**src/hw/edpo_pkg.sv**
```systemverilog
package edpo_pkg;
   // ==========================================
   // Setting codes
   // ==========================================
   localparam logic [1:0] SRC_MOTOR        = 2'h0;
   localparam logic [1:0] SRC_EXTERNAL     = 2'h1;
   localparam logic [1:0] POL_A_NORM_Z_HI  = 2'h0;
   localparam logic [1:0] POL_A_INV_Z_HI   = 2'h1;
   localparam logic [1:0] POL_A_NORM_Z_LO  = 2'h2;
   localparam logic [1:0] POL_A_INV_Z_LO   = 2'h3;
   localparam logic [1:0] FMT_BINARY       = 2'h0;
   localparam logic [1:0] FMT_DECIMAL      = 2'h1;
   localparam logic [1:0] FMT_PASSTHRU     = 2'h2;
   localparam logic [1:0] CLR_STATUS_MULTI = 2'h0;
   localparam logic [1:0] CLR_STATUS_ONLY  = 2'h1;
   // Bit positions inside the polarity code
   localparam int POL_A_INV_BIT = 0;
   localparam int POL_Z_LOW_BIT = 1;
   // ==========================================
   // Sizes and reset values
   // ==========================================
   localparam int RATIO_W       = 16;
   localparam int POS_W         = 32;
   localparam int DIGITS        = 10;
   localparam int DIG_W         = 4;
   localparam int SER_W         = DIGITS * 8;
   localparam logic [7:0] ASCII_ZERO = 8'h30;
   localparam logic [1:0] QUAD_RST   = 2'h0;

   typedef enum logic [3:0] {
      EDPO_IDLE  = 4'h1,
      EDPO_CONV  = 4'h2,
      EDPO_LOAD  = 4'h4,
      EDPO_SHIFT = 4'h8
   } edpo_ser_e;
endpackage : edpo_pkg

```
**src/hw/edpo_top.sv**
```systemverilog
`timescale 1ns/1ps
module edpo_top
   import edpo_pkg::*;
#(
   parameter int RW = RATIO_W
) (
   // Clock, reset, enable
   input  wire logic             sys_clk,
   input  wire logic             rst,
   input  wire logic             clk_en,
   // Configuration
   input  wire logic [1:0]       pulse_source,
   input  wire logic             fully_closed,
   input  wire logic             motor_abs_enc,
   input  wire logic [RW-1:0]    pulse_division_ratio,
   input  wire logic [1:0]       divided_output_polarity,
   input  wire logic [1:0]       position_format,
   input  wire logic [1:0]       clear_mode,
   // Encoder count events (one-cycle pulses), markers and raw lines
   input  wire logic             mot_step,
   input  wire logic             mot_dir,
   input  wire logic             mot_z,
   input  wire logic             mot_raw,
   input  wire logic             ext_step,
   input  wire logic             ext_dir,
   input  wire logic             ext_z,
   input  wire logic             ext_raw,
   // Position to report and clear request
   input  wire logic [POS_W-1:0] position,
   input  wire logic             pos_request,
   input  wire logic             clear_req,
   // Divided outputs
   output logic                  out_a,
   output logic                  out_b,
   output logic                  out_z,
   // Serial position output
   output logic                  serial_position_output,
   output logic                  ser_busy,
   // Clear commands to the encoder interface
   output logic                  clr_status,
   output logic                  clr_multiturn
);
   import edpo_pkg::*;

   // ==========================================
   // Source selection
   // ==========================================
   wire use_ext = (pulse_source == SRC_EXTERNAL) ||
                  (fully_closed && motor_abs_enc);
   wire sel_step = use_ext ? ext_step : mot_step;
   wire sel_dir  = use_ext ? ext_dir  : mot_dir;
   wire sel_z    = use_ext ? ext_z    : mot_z;
   wire sel_raw  = use_ext ? ext_raw  : mot_raw;

   // ==========================================
   // Divider and quadrature state
   // ==========================================
   logic [RW-1:0] div_cnt;
   logic [1:0]    quad;
   wire [RW-1:0] ratio_eff = (pulse_division_ratio == '0) ? RW'(1) : pulse_division_ratio;
   wire div_hit = sel_step && (div_cnt + RW'(1) >= ratio_eff);
   wire [RW-1:0] next_div_cnt = !sel_step ? div_cnt : (div_hit ? '0 : div_cnt + RW'(1));
   // Gray step: forward 00->01->11->10, reverse the other way
   wire [1:0] next_quad = sel_dir ? {quad[0], ~quad[1]} : {~quad[0], quad[1]};

   wire a_inv = divided_output_polarity[POL_A_INV_BIT];
   wire z_low = divided_output_polarity[POL_Z_LOW_BIT];

   always_ff @(posedge sys_clk or posedge rst) begin
      if (rst) begin
         div_cnt <= '0;
         quad    <= QUAD_RST;
         out_a   <= 1'b0;
         out_b   <= 1'b0;
         out_z   <= 1'b0;
      end else if (clk_en) begin
         div_cnt <= next_div_cnt;
         if (div_hit) begin
            quad <= next_quad;
         end
         out_a <= (div_hit ? next_quad[1] : quad[1]) ^ a_inv;
         out_b <= div_hit ? next_quad[0] : quad[0];
         out_z <= sel_z ^ z_low;
      end
   end

   // ==========================================
   // Serial position output
   // ==========================================
   // Format is latched once after reset release, so changes wait for the next reset
   logic [1:0]       fmt;
   logic             fmt_taken;
   edpo_ser_e        st;
   logic [POS_W-1:0] bin;
   logic [DIGITS*DIG_W-1:0] bcd;
   // Wide enough to count the 80 bits of a decimal frame, not only 32
   localparam int CW = $clog2(SER_W);
   logic [CW-1:0]    bit_cnt;
   logic [SER_W-1:0] shreg;

   always_ff @(posedge sys_clk or posedge rst) begin
      if (rst) begin
         fmt       <= FMT_BINARY;
         fmt_taken <= 1'b0;
      end else if (clk_en && !fmt_taken) begin
         fmt       <= position_format;
         fmt_taken <= 1'b1;
      end
   end

   // Double-dabble add-3 on every digit above 4 before each shift
   logic [DIGITS*DIG_W-1:0] bcd_adj;
   always_comb begin
      bcd_adj = bcd;
      for (int d = 0; d < DIGITS; d++) begin
         if (bcd[d*DIG_W +: DIG_W] > 4'h4) begin
            bcd_adj[d*DIG_W +: DIG_W] = bcd[d*DIG_W +: DIG_W] + 4'h3;
         end
      end
   end

   logic [SER_W-1:0] ascii;
   always_comb begin
      ascii = '0;
      for (int d = 0; d < DIGITS; d++) begin
         ascii[d*8 +: 8] = ASCII_ZERO | {4'h0, bcd[d*DIG_W +: DIG_W]};
      end
   end

   wire [CW-1:0] ser_len = (fmt == FMT_DECIMAL) ? CW'(SER_W - 1) : CW'(POS_W - 1);
   wire conv_done = (bit_cnt == CW'(POS_W - 1));

   always_ff @(posedge sys_clk or posedge rst) begin
      if (rst) begin
         st      <= EDPO_IDLE;
         bin     <= '0;
         bcd     <= '0;
         bit_cnt <= '0;
         shreg   <= '0;
         ser_busy <= 1'b0;
         serial_position_output <= 1'b0;
      end else if (clk_en) begin
         case (st)
            EDPO_IDLE: begin
               ser_busy <= 1'b0;
               serial_position_output <= (fmt == FMT_PASSTHRU) ? sel_raw : 1'b0;
               if (pos_request && fmt != FMT_PASSTHRU) begin
                  bin      <= position;
                  bcd      <= '0;
                  bit_cnt  <= '0;
                  ser_busy <= 1'b1;
                  st       <= (fmt == FMT_DECIMAL) ? EDPO_CONV : EDPO_LOAD;
               end
            end
            EDPO_CONV: begin
               bcd     <= {bcd_adj[DIGITS*DIG_W-2:0], bin[POS_W-1]};
               bin     <= {bin[POS_W-2:0], 1'b0};
               bit_cnt <= bit_cnt + CW'(1);
               if (conv_done) begin
                  st <= EDPO_LOAD;
               end
            end
            EDPO_LOAD: begin
               // MSB first in either format
               shreg   <= (fmt == FMT_DECIMAL) ? ascii
                                               : {bin, {(SER_W-POS_W){1'b0}}};
               bit_cnt <= '0;
               st      <= EDPO_SHIFT;
            end
            EDPO_SHIFT: begin
               serial_position_output <= shreg[SER_W-1];
               shreg   <= {shreg[SER_W-2:0], 1'b0};
               bit_cnt <= bit_cnt + CW'(1);
               if (bit_cnt == ser_len) begin
                  st <= EDPO_IDLE;
               end
            end
            default: st <= EDPO_IDLE;
         endcase
      end
   end

   // ==========================================
   // Encoder clear
   // ==========================================
   always_ff @(posedge sys_clk or posedge rst) begin
      if (rst) begin
         clr_status    <= 1'b0;
         clr_multiturn <= 1'b0;
      end else if (clk_en) begin
         clr_status    <= clear_req;
         clr_multiturn <= clear_req && (clear_mode == CLR_STATUS_MULTI);
      end
   end

   // ==========================================
   // Checks
   // ==========================================
   a_src_external: assert property (@(posedge sys_clk) disable iff (rst)
      clk_en && fully_closed && motor_abs_enc && ext_z |=> out_z != z_low || $changed(divided_output_polarity))
      else $error("external marker not routed");
   a_clear_only_status: assert property (@(posedge sys_clk) disable iff (rst)
      clk_en && clear_req && clear_mode == CLR_STATUS_ONLY |=> clr_status && !clr_multiturn)
      else $error("status-only clear touched multi-turn");
   a_clear_full: assert property (@(posedge sys_clk) disable iff (rst)
      clk_en && clear_req && clear_mode == CLR_STATUS_MULTI |=> clr_status && clr_multiturn)
      else $error("full clear incomplete");
   a_fmt_held: assert property (@(posedge sys_clk) disable iff (rst)
      fmt_taken |=> $stable(fmt))
      else $error("format changed without power cycle");
   a_quad_gray: assert property (@(posedge sys_clk) disable iff (rst)
      $changed(quad) |-> ^(quad ^ $past(quad)))
      else $error("quadrature moved two phases");
   a_div_bound: assert property (@(posedge sys_clk) disable iff (rst)
      div_cnt < ratio_eff || $changed(pulse_division_ratio))
      else $error("divider overran ratio");
endmodule // edpo_top

```
**config.mk**
```make
export PLATFORM = sky130hd
export DESIGN_NAME = edpo_top
export DESIGN_NICKNAME = d
export VERILOG_FILES = /design/src/hw/edpo_pkg.sv /design/src/hw/edpo_top.sv
export SDC_FILE = /design/constraint.sdc
export NUM_CORES = 1
export LEC_CHECK = 0
export BUFFER_PORTS_ARGS = -buffer_cell sky130_fd_sc_hd__buf_2
export CAP_MARGIN = 40
export CORE_ASPECT_RATIO = 2
export CORE_MARGIN = 10
export CORE_UTILIZATION = 60
export DETAILED_ROUTE_END_ITERATION = 8
export GPL_TIMING_DRIVEN = 0
export MAX_ROUTING_LAYER = met4
export PLACE_DENSITY = 0.81
export SLEW_MARGIN = 10
export SYNTH_ARGS = -nofsm -noshare
export SYNTH_HDL_FRONTEND = slang
export SYNTH_SLANG_ARGS = --single-unit
export TNS_END_PERCENT = 100
```
**constraint.sdc**
```tcl
create_clock -name sys_clk -period 8.7 [get_ports sys_clk]
set_clock_uncertainty 0.05 [all_clocks]
set_input_delay 1.305 -clock sys_clk [delete_from_list [all_inputs] [get_ports sys_clk]]
set_output_delay 1.305 -clock sys_clk [all_outputs]
set_load 0.02 [all_outputs]
```
==> results of run 1 <==
-- metrics by stage --
step                      worst slack, ns  utilization [%]  hold slack [ns]  area (sq um)  power [mW]
after floorplan                      2.15                -            0.388          9990        1.76
after global placement             0.0638             65.0            0.407         10600        1.94
after detailed placement             4.58             65.2            0.412         10700        1.97
after CTS                            4.83             68.7            0.432         11200        2.75
after global routing                 4.52             68.7            0.459         11200        2.91
final                                4.82             68.7            0.425         11200        2.75
-- area by class of cell --
class                      count  area, sq um  area share (%)
multi-input combinational    825         4680            41.6
buffer                        78          330            2.94
clock inverter                15          154            1.37
inverter                      54          210            1.87
tap                          204          255            2.27
clock buffer                  17          425            3.78
sequential                   191         4780            42.5
timing repair buffer          77          408            3.63
-- kinds of logic after synthesis --
family                     after synthesis
adders and majority gates               28
xor gates and xnor gates                32
buffers and inverters                  132
muxes                                   12
and+or+nand+nor                        407
DFF                                    191
AOI/OAI and AO/OA                      346
-- worst max path at each step --
stage                 end  slack, ns  depth (start not counted)
2_1_floorplan      bcd[0]       2.15                          1
3_3_place_gp      bin[28]       0.06                          2
3_5_place_dp      quad[1]       4.58                         11
4_1_cts        div_cnt[6]       4.83                         15
5_1_grt        div_cnt[6]       4.52                         14
6_report       div_cnt[6]       4.82                         15
-- cell usage after synthesis, types with 2 or more instances --
cell type	count	area (sq um)
nor2b_1	9	56.3
nor2_1	60	225
o211ai_1	5	37.5
o31ai_1	21	158
clkbuf_1	54	203
mux2i_1	6	60.1
or3_1	11	68.8
xor2_1	10	87.6
nand2_1	205	769
nand2b_1	6	37.5
and4_1	3	26.3
buf_1	4	15.0
a22o_1	21	184
and2_1	10	62.6
buf_6	2	22.5
a21o_1	3	22.5
buf_2	18	90.1
a31oi_1	33	206
or4b_1	2	20.0
dfrtp_1	190	4750
inv_1	54	203
o21a_1	2	15.0
ha_1	28	350
nor4_1	4	25.0
o21ai_0	130	651
nand4_1	7	43.8
mux2_4	2	30.0
mux2_2	4	45.0
a21oi_1	111	556
xnor2_1	22	193
nand3_1	30	150
a32o_1	10	100
or2_2	2	12.5
nor3_1	22	110
and3_1	30	188
-- cells in the final DEF, fill, tap and decap left out, drive strengths merged, types with 28 or more instances in the layout --
cell / n
ha: 28
clkbuf: 71
dfrtp: 190
nand3: 30
nor2: 61
nand2: 205
inv: 61
o21ai: 132
a31oi: 33
a21oi: 111
and3: 30
buf: 101
-- worst max-delay path: stages, from the launching register on --
cell and delay (ns):
dfrtp_1 0.45, and3_1 0.20, and3_1 0.15, clkbuf_1 0.27
and4_1 0.32, and3_1 0.23, xor2_1 0.09, ha_1 0.30
and4_1 0.26, nand2_1 0.10, nor4_1 0.54, or3_1 0.21
buf_6 0.13, buf_6 0.14, o21ai_0 0.08, a22o_1 0.25
-- power by group through the flow --
| stage | combinational (mW) | clock [mW] | sequential, mW |
|---|---|---|---|
| finish | 0.705 | 0.780 | 1.26 |
| global route | 0.803 | 0.822 | 1.29 |
| CTS | 0.706 | 0.784 | 1.26 |
| detailed placement | 0.700 | 0 | 1.27 |
| global placement | 0.672 | 0 | 1.27 |
| floorplan | 0.520 | 0 | 1.24 |
-- flip-flops by register name, summed over array words and instances (netlist names) --
| signal | count |
|---|---|
| ser_busy | 1 |
| out_a | 1 |
| st | 4 |
| clr_status | 1 |
| div_cnt | 16 |
| out_b | 1 |
| fmt | 2 |
| bcd | 40 |
| serial_position_output | 1 |
| out_z | 1 |
| bit_cnt | 7 |
| fmt_taken | 1 |
| clr_multiturn | 1 |
| quad | 2 |
| shreg | 80 |
| bin | 32 |
-- routing by layer --
metal,global-route usage [%],vias to the layer above
met3,3.69,109
li1,-,4180
met1,23.1,4191
met2,43.0,238
met5,-,-
met4,14.9,0
==> summary.md, run 1 <==
| Metric | Value |
|---|---|
| Grt ovf | `0` |
| EDFF count, synth | `0` |
| DRC Markers | `0` |
| Reg2Reg Setup Slack | `4.82 ns` |
| Worst setup EP type | `flop` |
| CP startpoint | `div_cnt[2]` |
| Net Sw Frac | `34.8%` |
| Reg2Reg Depth | `15` |
| Critical path data required time | `8.99 ns` |
| H-tree lvl count | `4` |
| Met1 WL | `9470 um` |
| NetSw | `955 uW` |
| Detail Route Antenna Nets | `0` |
| WHS Endpoint | `fmt_taken` |
| Avg WL per Cell | `17.9 um` |
| Yosys warnings | `0` |
| Worst VDD drop | `0.176 mV` |
| PortBufs | `76` |
| Setup crit start kind | `flop` |
| Clk_lat worst skew | `0.44 ns` |
| Die Y | `202 um` |
| Pint | `1.79 mW` |
| Leakage power | `5.25 nW` |
| GP Congestion | `0.938` |
| Compound-Gate Fraction of Synth Area | `20.4%` |
| Gate Count Post-Synth | `1148` |
| Yosys cell types | `52` |
| All-Layer GR Usage | `23.8%` |
| CTS sink cnt | `191` |
| Setup tns final | `0 ns` |
| Final min period | `3.88 ns` |
| Fin nets | `1343` |
| Dominant register cell in the synthesized netlist | `dfrtp_1` |
| # IOs | `78` |
| Area of the core | `16400 sq um` |
| Hold Startpoint | `fmt_taken` |
| Combinational fraction of design power | `25.7%` |
| CTS tree | `done` |
| Reg2reg end | `div_cnt[6]` |
| Mapped Nets | `1247` |
| Asr flop ratio synth | `100%` |
| Largest net degree at the start of global routing | `108` |
| Final std cells w/o fill | `1461` |
| Via/cell ratio | `5.97` |
| TritonRoute pass-1 iters | `5` |
| Layout cell share with drive strength beyond 1 | `11.6%` |
| Ant diodes | `0` |
| Iteration-0 DRC Markers | `489` |
| Post-Synth XOR/XNOR Area | `2.81%` |
| CTS Hold Bufs | `0` |
| Fin crit share | `44.6%` |
| Highest routed layer | `met4` |
| Vias in the first global route | `9084` |
| Outcome | `finished, final reports clean` |
| Largest family of logic cells by synthesized area | `compound AO/OA/AOI/OAI gates` |
| Seq/Total Area, Yosys | `47.9%` |
| Root Buffer | `clkbuf_16` |
| HP Class | `flop to flop` |
| Post-synthesis register bit count | `191` |
| Fillers | `1322` |
| Worst r2r src | `div_cnt[2]` |
| Die X | `111 um` |
| Final hold vios | `0` |
| Initial antenna violation count | `0` |
| Post-Synth Simple-Gate Area | `18.8%` |
| # setup viols final | `0` |
| Final WL | `26100 um` |
| Area Overhead vs Synth | `12.5%` |
| CTS clk-pin slew, worst paths | `0.08 ns` |
| Met2 WL post-DR | `14200 um` |
| F_max | `0.258 GHz` |
| Die Footprint | `22500 sq um` |
| Clock group share of total power | `28.4%` |
| Crit-path max FO | `10` |
| Clock buffer count from CTS | `17` |
| Crit path DAT | `4.17 ns` |
| Post-DP HPWL | `19000 um` |
| Worst slew pin tran | `0.746 ns` |
| Proportion of power drawn by flip-flops and latches | `45.9%` |
| DR vias | `8718` |
| Met3 wire len | `952 um` |
| Unrepaired setup endpoints after global routing | `false` |
| Mux contribution to synthesized area | `1.35%` |
| First-pass GRT wire length | `43300 um` |
| Initial core utilization | `61.1%` |
| Post-Synthesis Cell Area | `9990 sq um` |
| PD cells | `244 nW/um^2` |
| Max_cap viols | `0` |
| Max-slew headroom | `50.3%` |
| Placed Cells incl. Taps | `1429` |
| Syn avg cell area | `8.70 sq um` |
| Post-CTS sizing | `0` |
| Hold path depth | `1` |
| Max-slew violation count | `0` |
| Post-Synth Adder-Cell Area | `3.51%` |
| Crit Path Class | `flop to flop` |
| Cell Rows | `66` |
| Longest Clk Path Bufs | `2` |
| # Post-CTS Setup Buffers | `0` |
No activity file was read; power rests on OpenSTA's default activity.
==> inputs of run 2 (changes only) <==
--- a/config.mk
+++ b/config.mk
@@ -9,11 +9,11 @@
 export CAP_MARGIN = 40
 export CORE_ASPECT_RATIO = 2
 export CORE_MARGIN = 10
-export CORE_UTILIZATION = 60
+export CORE_UTILIZATION = 55
 export DETAILED_ROUTE_END_ITERATION = 8
 export GPL_TIMING_DRIVEN = 0
 export MAX_ROUTING_LAYER = met4
-export PLACE_DENSITY = 0.81
+export PLACE_DENSITY = 0.78
 export SLEW_MARGIN = 10
 export SYNTH_ARGS = -nofsm -noshare
 export SYNTH_HDL_FRONTEND = slang
==> constraint.sdc (replaced) <==
create_clock -name sys_clk -period 3.2 [get_ports sys_clk]
set_clock_uncertainty 0.05 [all_clocks]
set_input_delay 0.48 -clock sys_clk [delete_from_list [all_inputs] [get_ports sys_clk]]
set_output_delay 0.48 -clock sys_clk [all_outputs]
set_load 0.02 [all_outputs]
==> run 2 against run 1 <==
The flow now finishes with violations (negative setup slack). Cell count rose by 2.1%. Non-clock buffer count rose by 22. Setup slack got worse by 4.9 ns. Power grew to 2.8 times the previous value. Wire length increased by 4.3%. Register-to-register slack worse by 4.9 ns. Clock power grew to 3.0 times the previous value. Hold slack worse by 0.40 ns. Sequential share of layout area down 1.7 points. Die area is 7.8% higher. Global-route usage fell by 0.53 points. Critical endpoint is now quad[1]. Highest routed layer unchanged.
==> summary.md, run 2 (synthesized netlist as in run 1, its figures left out) <==
| Metric | Value |
|---|---|
| Proportion of power drawn by flip-flops and latches | `43.8%` |
| Max-slew violation count | `0` |
| Clock group share of total power | `30.0%` |
| TritonRoute pass-1 iters | `6` |
| PD cells | `667 nW/um^2` |
| Area of the core | `17800 sq um` |
| Cell Rows | `69` |
| Via/cell ratio | `6.00` |
| Worst path buffer plus inverter count | `1` |
| F_max | `0.307 GHz` |
| Post-layout power | `7.81 mW` |
| Crit path DAT | `3.53 ns` |
| Max_cap viols | `0` |
| Die X | `115 um` |
| All-Layer GR Usage | `23.3%` |
| Critical Path Stages | `13` |
| Layout cell share with drive strength beyond 1 | `15.3%` |
| Crit Path Class | `flop to flop` |
| Fin util | `65.9%` |
| Iteration-0 DRC Markers | `456` |
| CTS tree | `done` |
| NetSw | `2.60 mW` |
| CP max stage delay | `0.38 ns` |
| Failing checks | `negative setup slack` |
| Area Overhead vs Synth | `17.3%` |
| Worst slew pin tran | `0.767 ns` |
| Detail Route Antenna Nets | `0` |
| # setup viols final | `12` |
| Fin nets | `1366` |
| DRC Markers | `0` |
| Number of flip-flops under the largest register name | `80` |
| Longest Clk Path Bufs | `2` |
| DR vias | `8946` |
| CTS clk-pin slew, worst paths | `0.07 ns` |
| Clk_lat worst skew | `0.45 ns` |
| Unrepaired setup endpoints after global routing | `true` |
| Final min period | `3.25 ns` |
| Multi-input logic area | `4840 sq um` |
| First-pass GRT wire length | `44600 um` |
| CTS sink cnt | `191` |
| Die Y | `211 um` |
| Sequential Area | `4780 sq um` |
| Fillers | `1476` |
| Worst setup EP type | `flop` |
| Net Sw Frac | `33.3%` |
| Clock buffer count from CTS | `17` |
| Pint | `5.21 mW` |
| Setup crit start kind | `flop` |
| Most flop-heavy register | `shreg` |
| Vias in the first global route | `9269` |
| Final hold vios | `0` |
| Initial antenna violation count | `0` |
| Worst VDD drop | `0.469 mV` |
| Avg WL per Cell | `18.2 um` |
| CTS Hold Bufs | `0` |
| Ant diodes | `0` |
| Final WL | `27200 um` |
| Crit-path max FO | `5` |
| Top Registers | `shreg (80), bcd (40), bin (32)` |
| CP most frequent cell | `and3_4` |
| Hold Slack | `0.0256 ns` |
| Root Buffer | `clkbuf_16` |
| Crit path max-delay family | `simple AND/OR/NAND/NOR gates` |
| GP Congestion | `0.951` |
| Initial core utilization | `56.2%` |
| Most frequent cells in the layout | `nand2_1 (204), dfrtp_1 (189), o21ai_0 (124), a21oi_1 (108), buf_2 (95)` |
| Grt ovf | `0` |
| Critical path data required time | `3.48 ns` |
| Outcome | `finished, violations left` |
| Most common cell after layout, fill and taps aside | `nand2_1` |
| Fin crit share | `102%` |
| Reg2Reg Depth | `13` |
| PortBufs | `76` |
| Worst setup margin | `-0.0543 ns` |
| Largest net degree at the start of global routing | `38` |
| Combinational fraction of design power | `26.2%` |
| Slowest cell on crit path | `dfrtp_1` |
| Critical Path, Cell by Cell | `and3_4 > and3_4 > and4_4 > and3_4 > xor2_2 > ha_1 > a21o_1 > a21oi_2 > o221ai_2 > or3_1 > buf_6 > and2_4 > mux2_4` |
| # IOs | `78` |
| Die Footprint | `24300 sq um` |
| H-tree lvl count | `4` |
| Leakage power | `5.45 nW` |
| HP Class | `input pin to asynchronous set/reset pin` |
| Max-slew headroom | `48.9%` |
| Post-DP HPWL | `19600 um` |
-- run 2: stage by stage --
step | std cells | instance area [sq um] | setup slack (ns) | TNS [ns]
floorplan | 1148 | 10000 | -0.0322 | -0.0644
finish | 1492 | 11700 | -0.0543 | -0.224
global route | 1492 | 11700 | -0.150 | -1.65
global placement | 1437 | 10600 | -0.972 | -189.14
detailed placement | 1443 | 10800 | -0.538 | -8.03
CTS | 1484 | 11600 | -0.111 | -0.931
-- run 2: what timing repair did --
item	CTS	global route
resized for setup	27	12
gates cloned	1	0
setup buffers	10	8
pin swaps	8	15
setup endpoints to repair	20	20
-- run 2: final cells by class --
| class | count | area share [%] |
|---|---|---|
| Inverter | 54 | 1.76 |
| Tap cell | 213 | 2.27 |
| Multi-Input combinational cell | 826 | 41.3 |
| Clock buffer | 20 | 3.98 |
| Timing Repair Buffer | 101 | 5.59 |
| Buffer | 76 | 2.75 |
| Clock inverter | 11 | 1.53 |
| Sequential cell | 191 | 40.8 |
-- run 2: final timing paths --
kind	startpoint	endpoint	slack (ns)
max in group asynchronous	rst	quad[1]	1.84
setup / recovery	div_cnt[3]	quad[1]	-0.05
hold reg to reg	shreg[65]	shreg[65]	0.43
setup reg to reg	div_cnt[3]	quad[1]	-0.05
min in group sys_clk	clear_mode[0]	clr_multiturn	0.18
hold / removal	rst	shreg[42]	0.03
-- run 2: power groups by stage --
stage	clock (mW)	sequential [mW]	combinational, mW
after detailed placement	0	3.46	1.92
after CTS	2.35	3.41	2.01
after global placement	0	3.44	1.83
final	2.34	3.42	2.05
after floorplan	0	3.36	1.41
after global routing	2.44	3.50	2.31
-- run 2: routing by layer --
metal / vias up / global-route usage (%) / share of wire (%)
met3: 96 / 3.87 / 4.1
met4: 0 / 14.6 / 5.0
met1: 4354 / 23.1 / 36
li1: 4224 / - / -
met2: 272 / 40.7 / 55
met5: - / - / 0
==> inputs of run 3 (changes only) <==
--- a/config.mk
+++ b/config.mk
@@ -5,15 +5,16 @@
 export SDC_FILE = /design/constraint.sdc
 export NUM_CORES = 1
 export LEC_CHECK = 0
+export ABC_AREA = 1
 export BUFFER_PORTS_ARGS = -buffer_cell sky130_fd_sc_hd__buf_2
 export CAP_MARGIN = 40
 export CORE_ASPECT_RATIO = 2
 export CORE_MARGIN = 10
-export CORE_UTILIZATION = 55
+export CORE_UTILIZATION = 45
 export DETAILED_ROUTE_END_ITERATION = 8
 export GPL_TIMING_DRIVEN = 0
 export MAX_ROUTING_LAYER = met4
-export PLACE_DENSITY = 0.78
+export PLACE_DENSITY = 0.66
 export SLEW_MARGIN = 10
 export SYNTH_ARGS = -nofsm -noshare
 export SYNTH_HDL_FRONTEND = slang
==> run 3 against run 2 <==
The run now ends clean. Combinational power grew 58%. Sequential share of layout area shrank 0.68 points. Register-to-register slack gained 0.44 ns. Non-clock buffer count shrank 34. Utilization shrank 13 points. Largest cell class is now registers.
==> summary.md, run 3 <==
| Metric | Value |
|---|---|
| Multi-input logic area | `4470 sq um` |
| Crit path DAT | `3.13 ns` |
| Die X | `127 um` |
| Detail Route Antenna Nets | `0` |
| Largest net degree at the start of global routing | `37` |
| CTS sink cnt | `191` |
| Crit-path max FO | `10` |
| Fin nets | `1461` |
| Hold Slack | `0.126 ns` |
| Critical path data required time | `3.52 ns` |
| HP Class | `input pin to asynchronous set/reset pin` |
| Most common cell after layout, fill and taps aside | `nand2_1` |
| Proportion of power drawn by flip-flops and latches | `39.7%` |
| DR vias | `8995` |
| Dominant register cell in the synthesized netlist | `dfrtp_1` |
| Met2 WL post-DR | `16900 um` |
| F_max | `0.356 GHz` |
| Vias in the first global route | `9454` |
| Area of the core | `22700 sq um` |
| Place WS | `0.0657 ns` |
| Synth top area share | `45.8%` |
| Pint | `5.74 mW` |
| Setup crit start kind | `flop` |
| PortBufs | `77` |
| Ant diodes | `0` |
| Die Footprint | `29900 sq um` |
| Asr flop ratio synth | `100%` |
| Clk_lat worst skew | `0.45 ns` |
| Max-slew headroom | `42.9%` |
| Clock group share of total power | `25.8%` |
| Initial antenna violation count | `0` |
| Slowest cell on crit path | `dfrtp_2` |
| Worst VDD drop | `0.478 mV` |
| PD cells | `784 nW/um^2` |
| Avg WL per Cell | `17.7 um` |
| Worst setup margin | `0.390 ns` |
| Most area-hungry cell type in the Yosys netlist | `dfrtp_1` |
| Post-Synthesis Cell Area | `10400 sq um` |
| Worst path buffer plus inverter count | `2` |
| CTS tree | `done` |
| Met3 wire len | `864 um` |
| Gate Count Post-Synth | `1261` |
| CTS Hold Bufs | `0` |
| Final WL | `29400 um` |
| Clock buffer count from CTS | `17` |
| # IOs | `78` |
| Highest routed layer | `met4` |
| GP Congestion | `0.899` |
| # setup viols final | `0` |
| Area after DPL | `11200 sq um` |
| Layout cell share with drive strength beyond 1 | `17.1%` |
| EDFF count, synth | `0` |
| All-Layer GR Usage | `20.8%` |
| Via/cell ratio | `5.44` |
| Yosys cell types | `45` |
| Seq/Total Area, Yosys | `46.0%` |
| Yosys warnings | `0` |
| Combinational fraction of design power | `34.5%` |
| Syn avg cell area | `8.24 sq um` |
| Net Sw Frac | `38.5%` |
| Crit path max-delay family | `simple AND/OR/NAND/NOR gates` |
| # Post-CTS Setup Buffers | `0` |
| Met1 WL | `10600 um` |
| Post-DP HPWL | `22600 um` |
| Worst setup EP type | `flop` |
| Fin crit share | `87.8%` |
| Top post-synthesis cells by area | `dfrtp_1 (46%), o21ai_0 (8.1%), nand2_1 (7.7%)` |
| Root Buffer | `clkbuf_16` |
| Number of flip-flops under the largest register name | `80` |
| First-pass GRT wire length | `48700 um` |
| Post-layout power | `9.34 mW` |
| DRC Markers | `0` |
| Grt ovf | `0` |
| Worst slew pin tran | `0.857 ns` |
| Synth cell count leaders | `nand2_1 (213), inv_1 (208), dfrtp_1 (190)` |
| Die Y | `235 um` |
| Critical Path, Cell by Cell | `ha_1 > nand3_1 > nor2_2 > nand2_2 > nor2_4 > nand3_1 > xor2_1 > inv_1 > ha_1 > nand2_1 > o21ai_0 > a21oi_2 > nand3_4 > inv_2 > nand2_1 > o21ai_0` |
| Placed Cells incl. Taps | `1623` |
| Leakage power | `5.63 nW` |
| Most frequent cells in the layout | `nand2_1 (210), inv_1 (207), dfrtp_1 (189), o21ai_0 (169), buf_2 (105)` |
| Max-slew violation count | `0` |
| Top Registers | `shreg (80), bcd (40), bin (32)` |
| Crit Path Class | `flop to flop` |
| CP max stage delay | `0.41 ns` |
| Sequential Area | `4780 sq um` |
| Most numerous cell in the Yosys netlist | `nand2_1` |
| Max_cap viols | `0` |
| Unrepaired setup endpoints after global routing | `false` |
| Post-route cell area | `11900 sq um` |
| Mapped Nets | `1360` |
| Area Overhead vs Synth | `14.7%` |
| Outcome | `finished, final reports clean` |
| Final hold vios | `0` |
| Post-synthesis register bit count | `191` |
| Final min period | `2.81 ns` |
| Initial core utilization | `45.7%` |
| Longest Clk Path Bufs | `2` |
| Cell Rows | `78` |
| Post-CTS sizing | `0` |
| H-tree lvl count | `4` |
| Most flop-heavy register | `shreg` |
| NetSw | `3.60 mW` |
| Fillers | `2230` |
| CTS clk-pin slew, worst paths | `0.07 ns` |
| Iteration-0 DRC Markers | `451` |
| Final std cells w/o fill | `1655` |
| TritonRoute pass-1 iters | `6` |
[run 3: cells by family after synthesis]
kind of cell | after synthesis | synth area share (%)
AO/OA/AOI/OAI | 382 | 23.0
AND/OR/NAND/NOR | 361 | 14.7
buffers and inverters | 279 | 11.2
flip-flops | 191 | 46.0
adder cells (fa/ha/maj) | 28 | 3.37
XOR/XNOR | 19 | 1.60
multiplexers | 1 | 0.0963
[run 3: per-stage QoR]
| stage | utilization, % | TNS, ns |
|---|---|---|
| after detailed placement | 49.4 | 0 |
| after global routing | 52.4 | 0 |
| after global placement | 49.0 | -206.29 |
| final | 52.4 | 0 |
| after CTS | 52.3 | 0 |
| after floorplan | - | 0 |
[run 3: worst paths after layout]
path	start	to	slack, ns	cells past startpoint
worst max-delay path	div_cnt[0]	div_cnt[6]	0.39	16
worst min-delay path	rst	shreg[37]	0.13	2
worst max register to register	div_cnt[0]	div_cnt[6]	0.39	16
worst min register to register	fmt_taken	fmt_taken	0.40	2
max in group asynchronous	rst	shreg[76]	2.08	4
min in group sys_clk	clear_mode[0]	clr_multiturn	0.15	2
[run 3: final cells by class]
type                            count  share of cell area [%]
Sequential cell                   191                    40.1
Multi-Input combinational cell    791                    37.5
Inverter                          218                    6.92
Timing Repair Buffer               82                    4.07
Clock buffer                       21                    3.95
Tap cell                          280                    2.94
Buffer                             61                    2.91
Clock inverter                     11                    1.55
[run 3: power by group through the flow]
| stage | clock (mW) | sequential (mW) | combinational [mW] |
|---|---|---|---|
| 2_1_floorplan | 0 | 3.60 | 2.37 |
| 3_3_place_gp | 0 | 3.71 | 3.11 |
| 3_5_place_dp | 0 | 3.73 | 3.21 |
| 4_1_cts | 2.43 | 3.69 | 3.24 |
| 5_1_grt | 2.52 | 3.79 | 3.71 |
| 6_report | 2.41 | 3.70 | 3.23 |
[run 3: metal layers]
metal | global-route usage [%] | up-vias
met1 | 20.1 | 4406
met2 | 39.0 | 160
met5 | - | -
met3 | 3.27 | 53
li1 | - | 4376
met4 | 8.99 | 0
[run 3: worst reg2reg max path, cell delays in order, from the launching register on]
cell and delay (ns):
dfrtp_2 0.41, ha_1 0.19, nand3_1 0.15, nor2_2 0.12
nand2_2 0.10, nor2_4 0.13, nand3_1 0.09, xor2_1 0.19
inv_1 0.08, ha_1 0.31, nand2_1 0.07, o21ai_0 0.11
a21oi_2 0.23, nand3_4 0.18, inv_2 0.18, nand2_1 0.07
o21ai_0 0.08
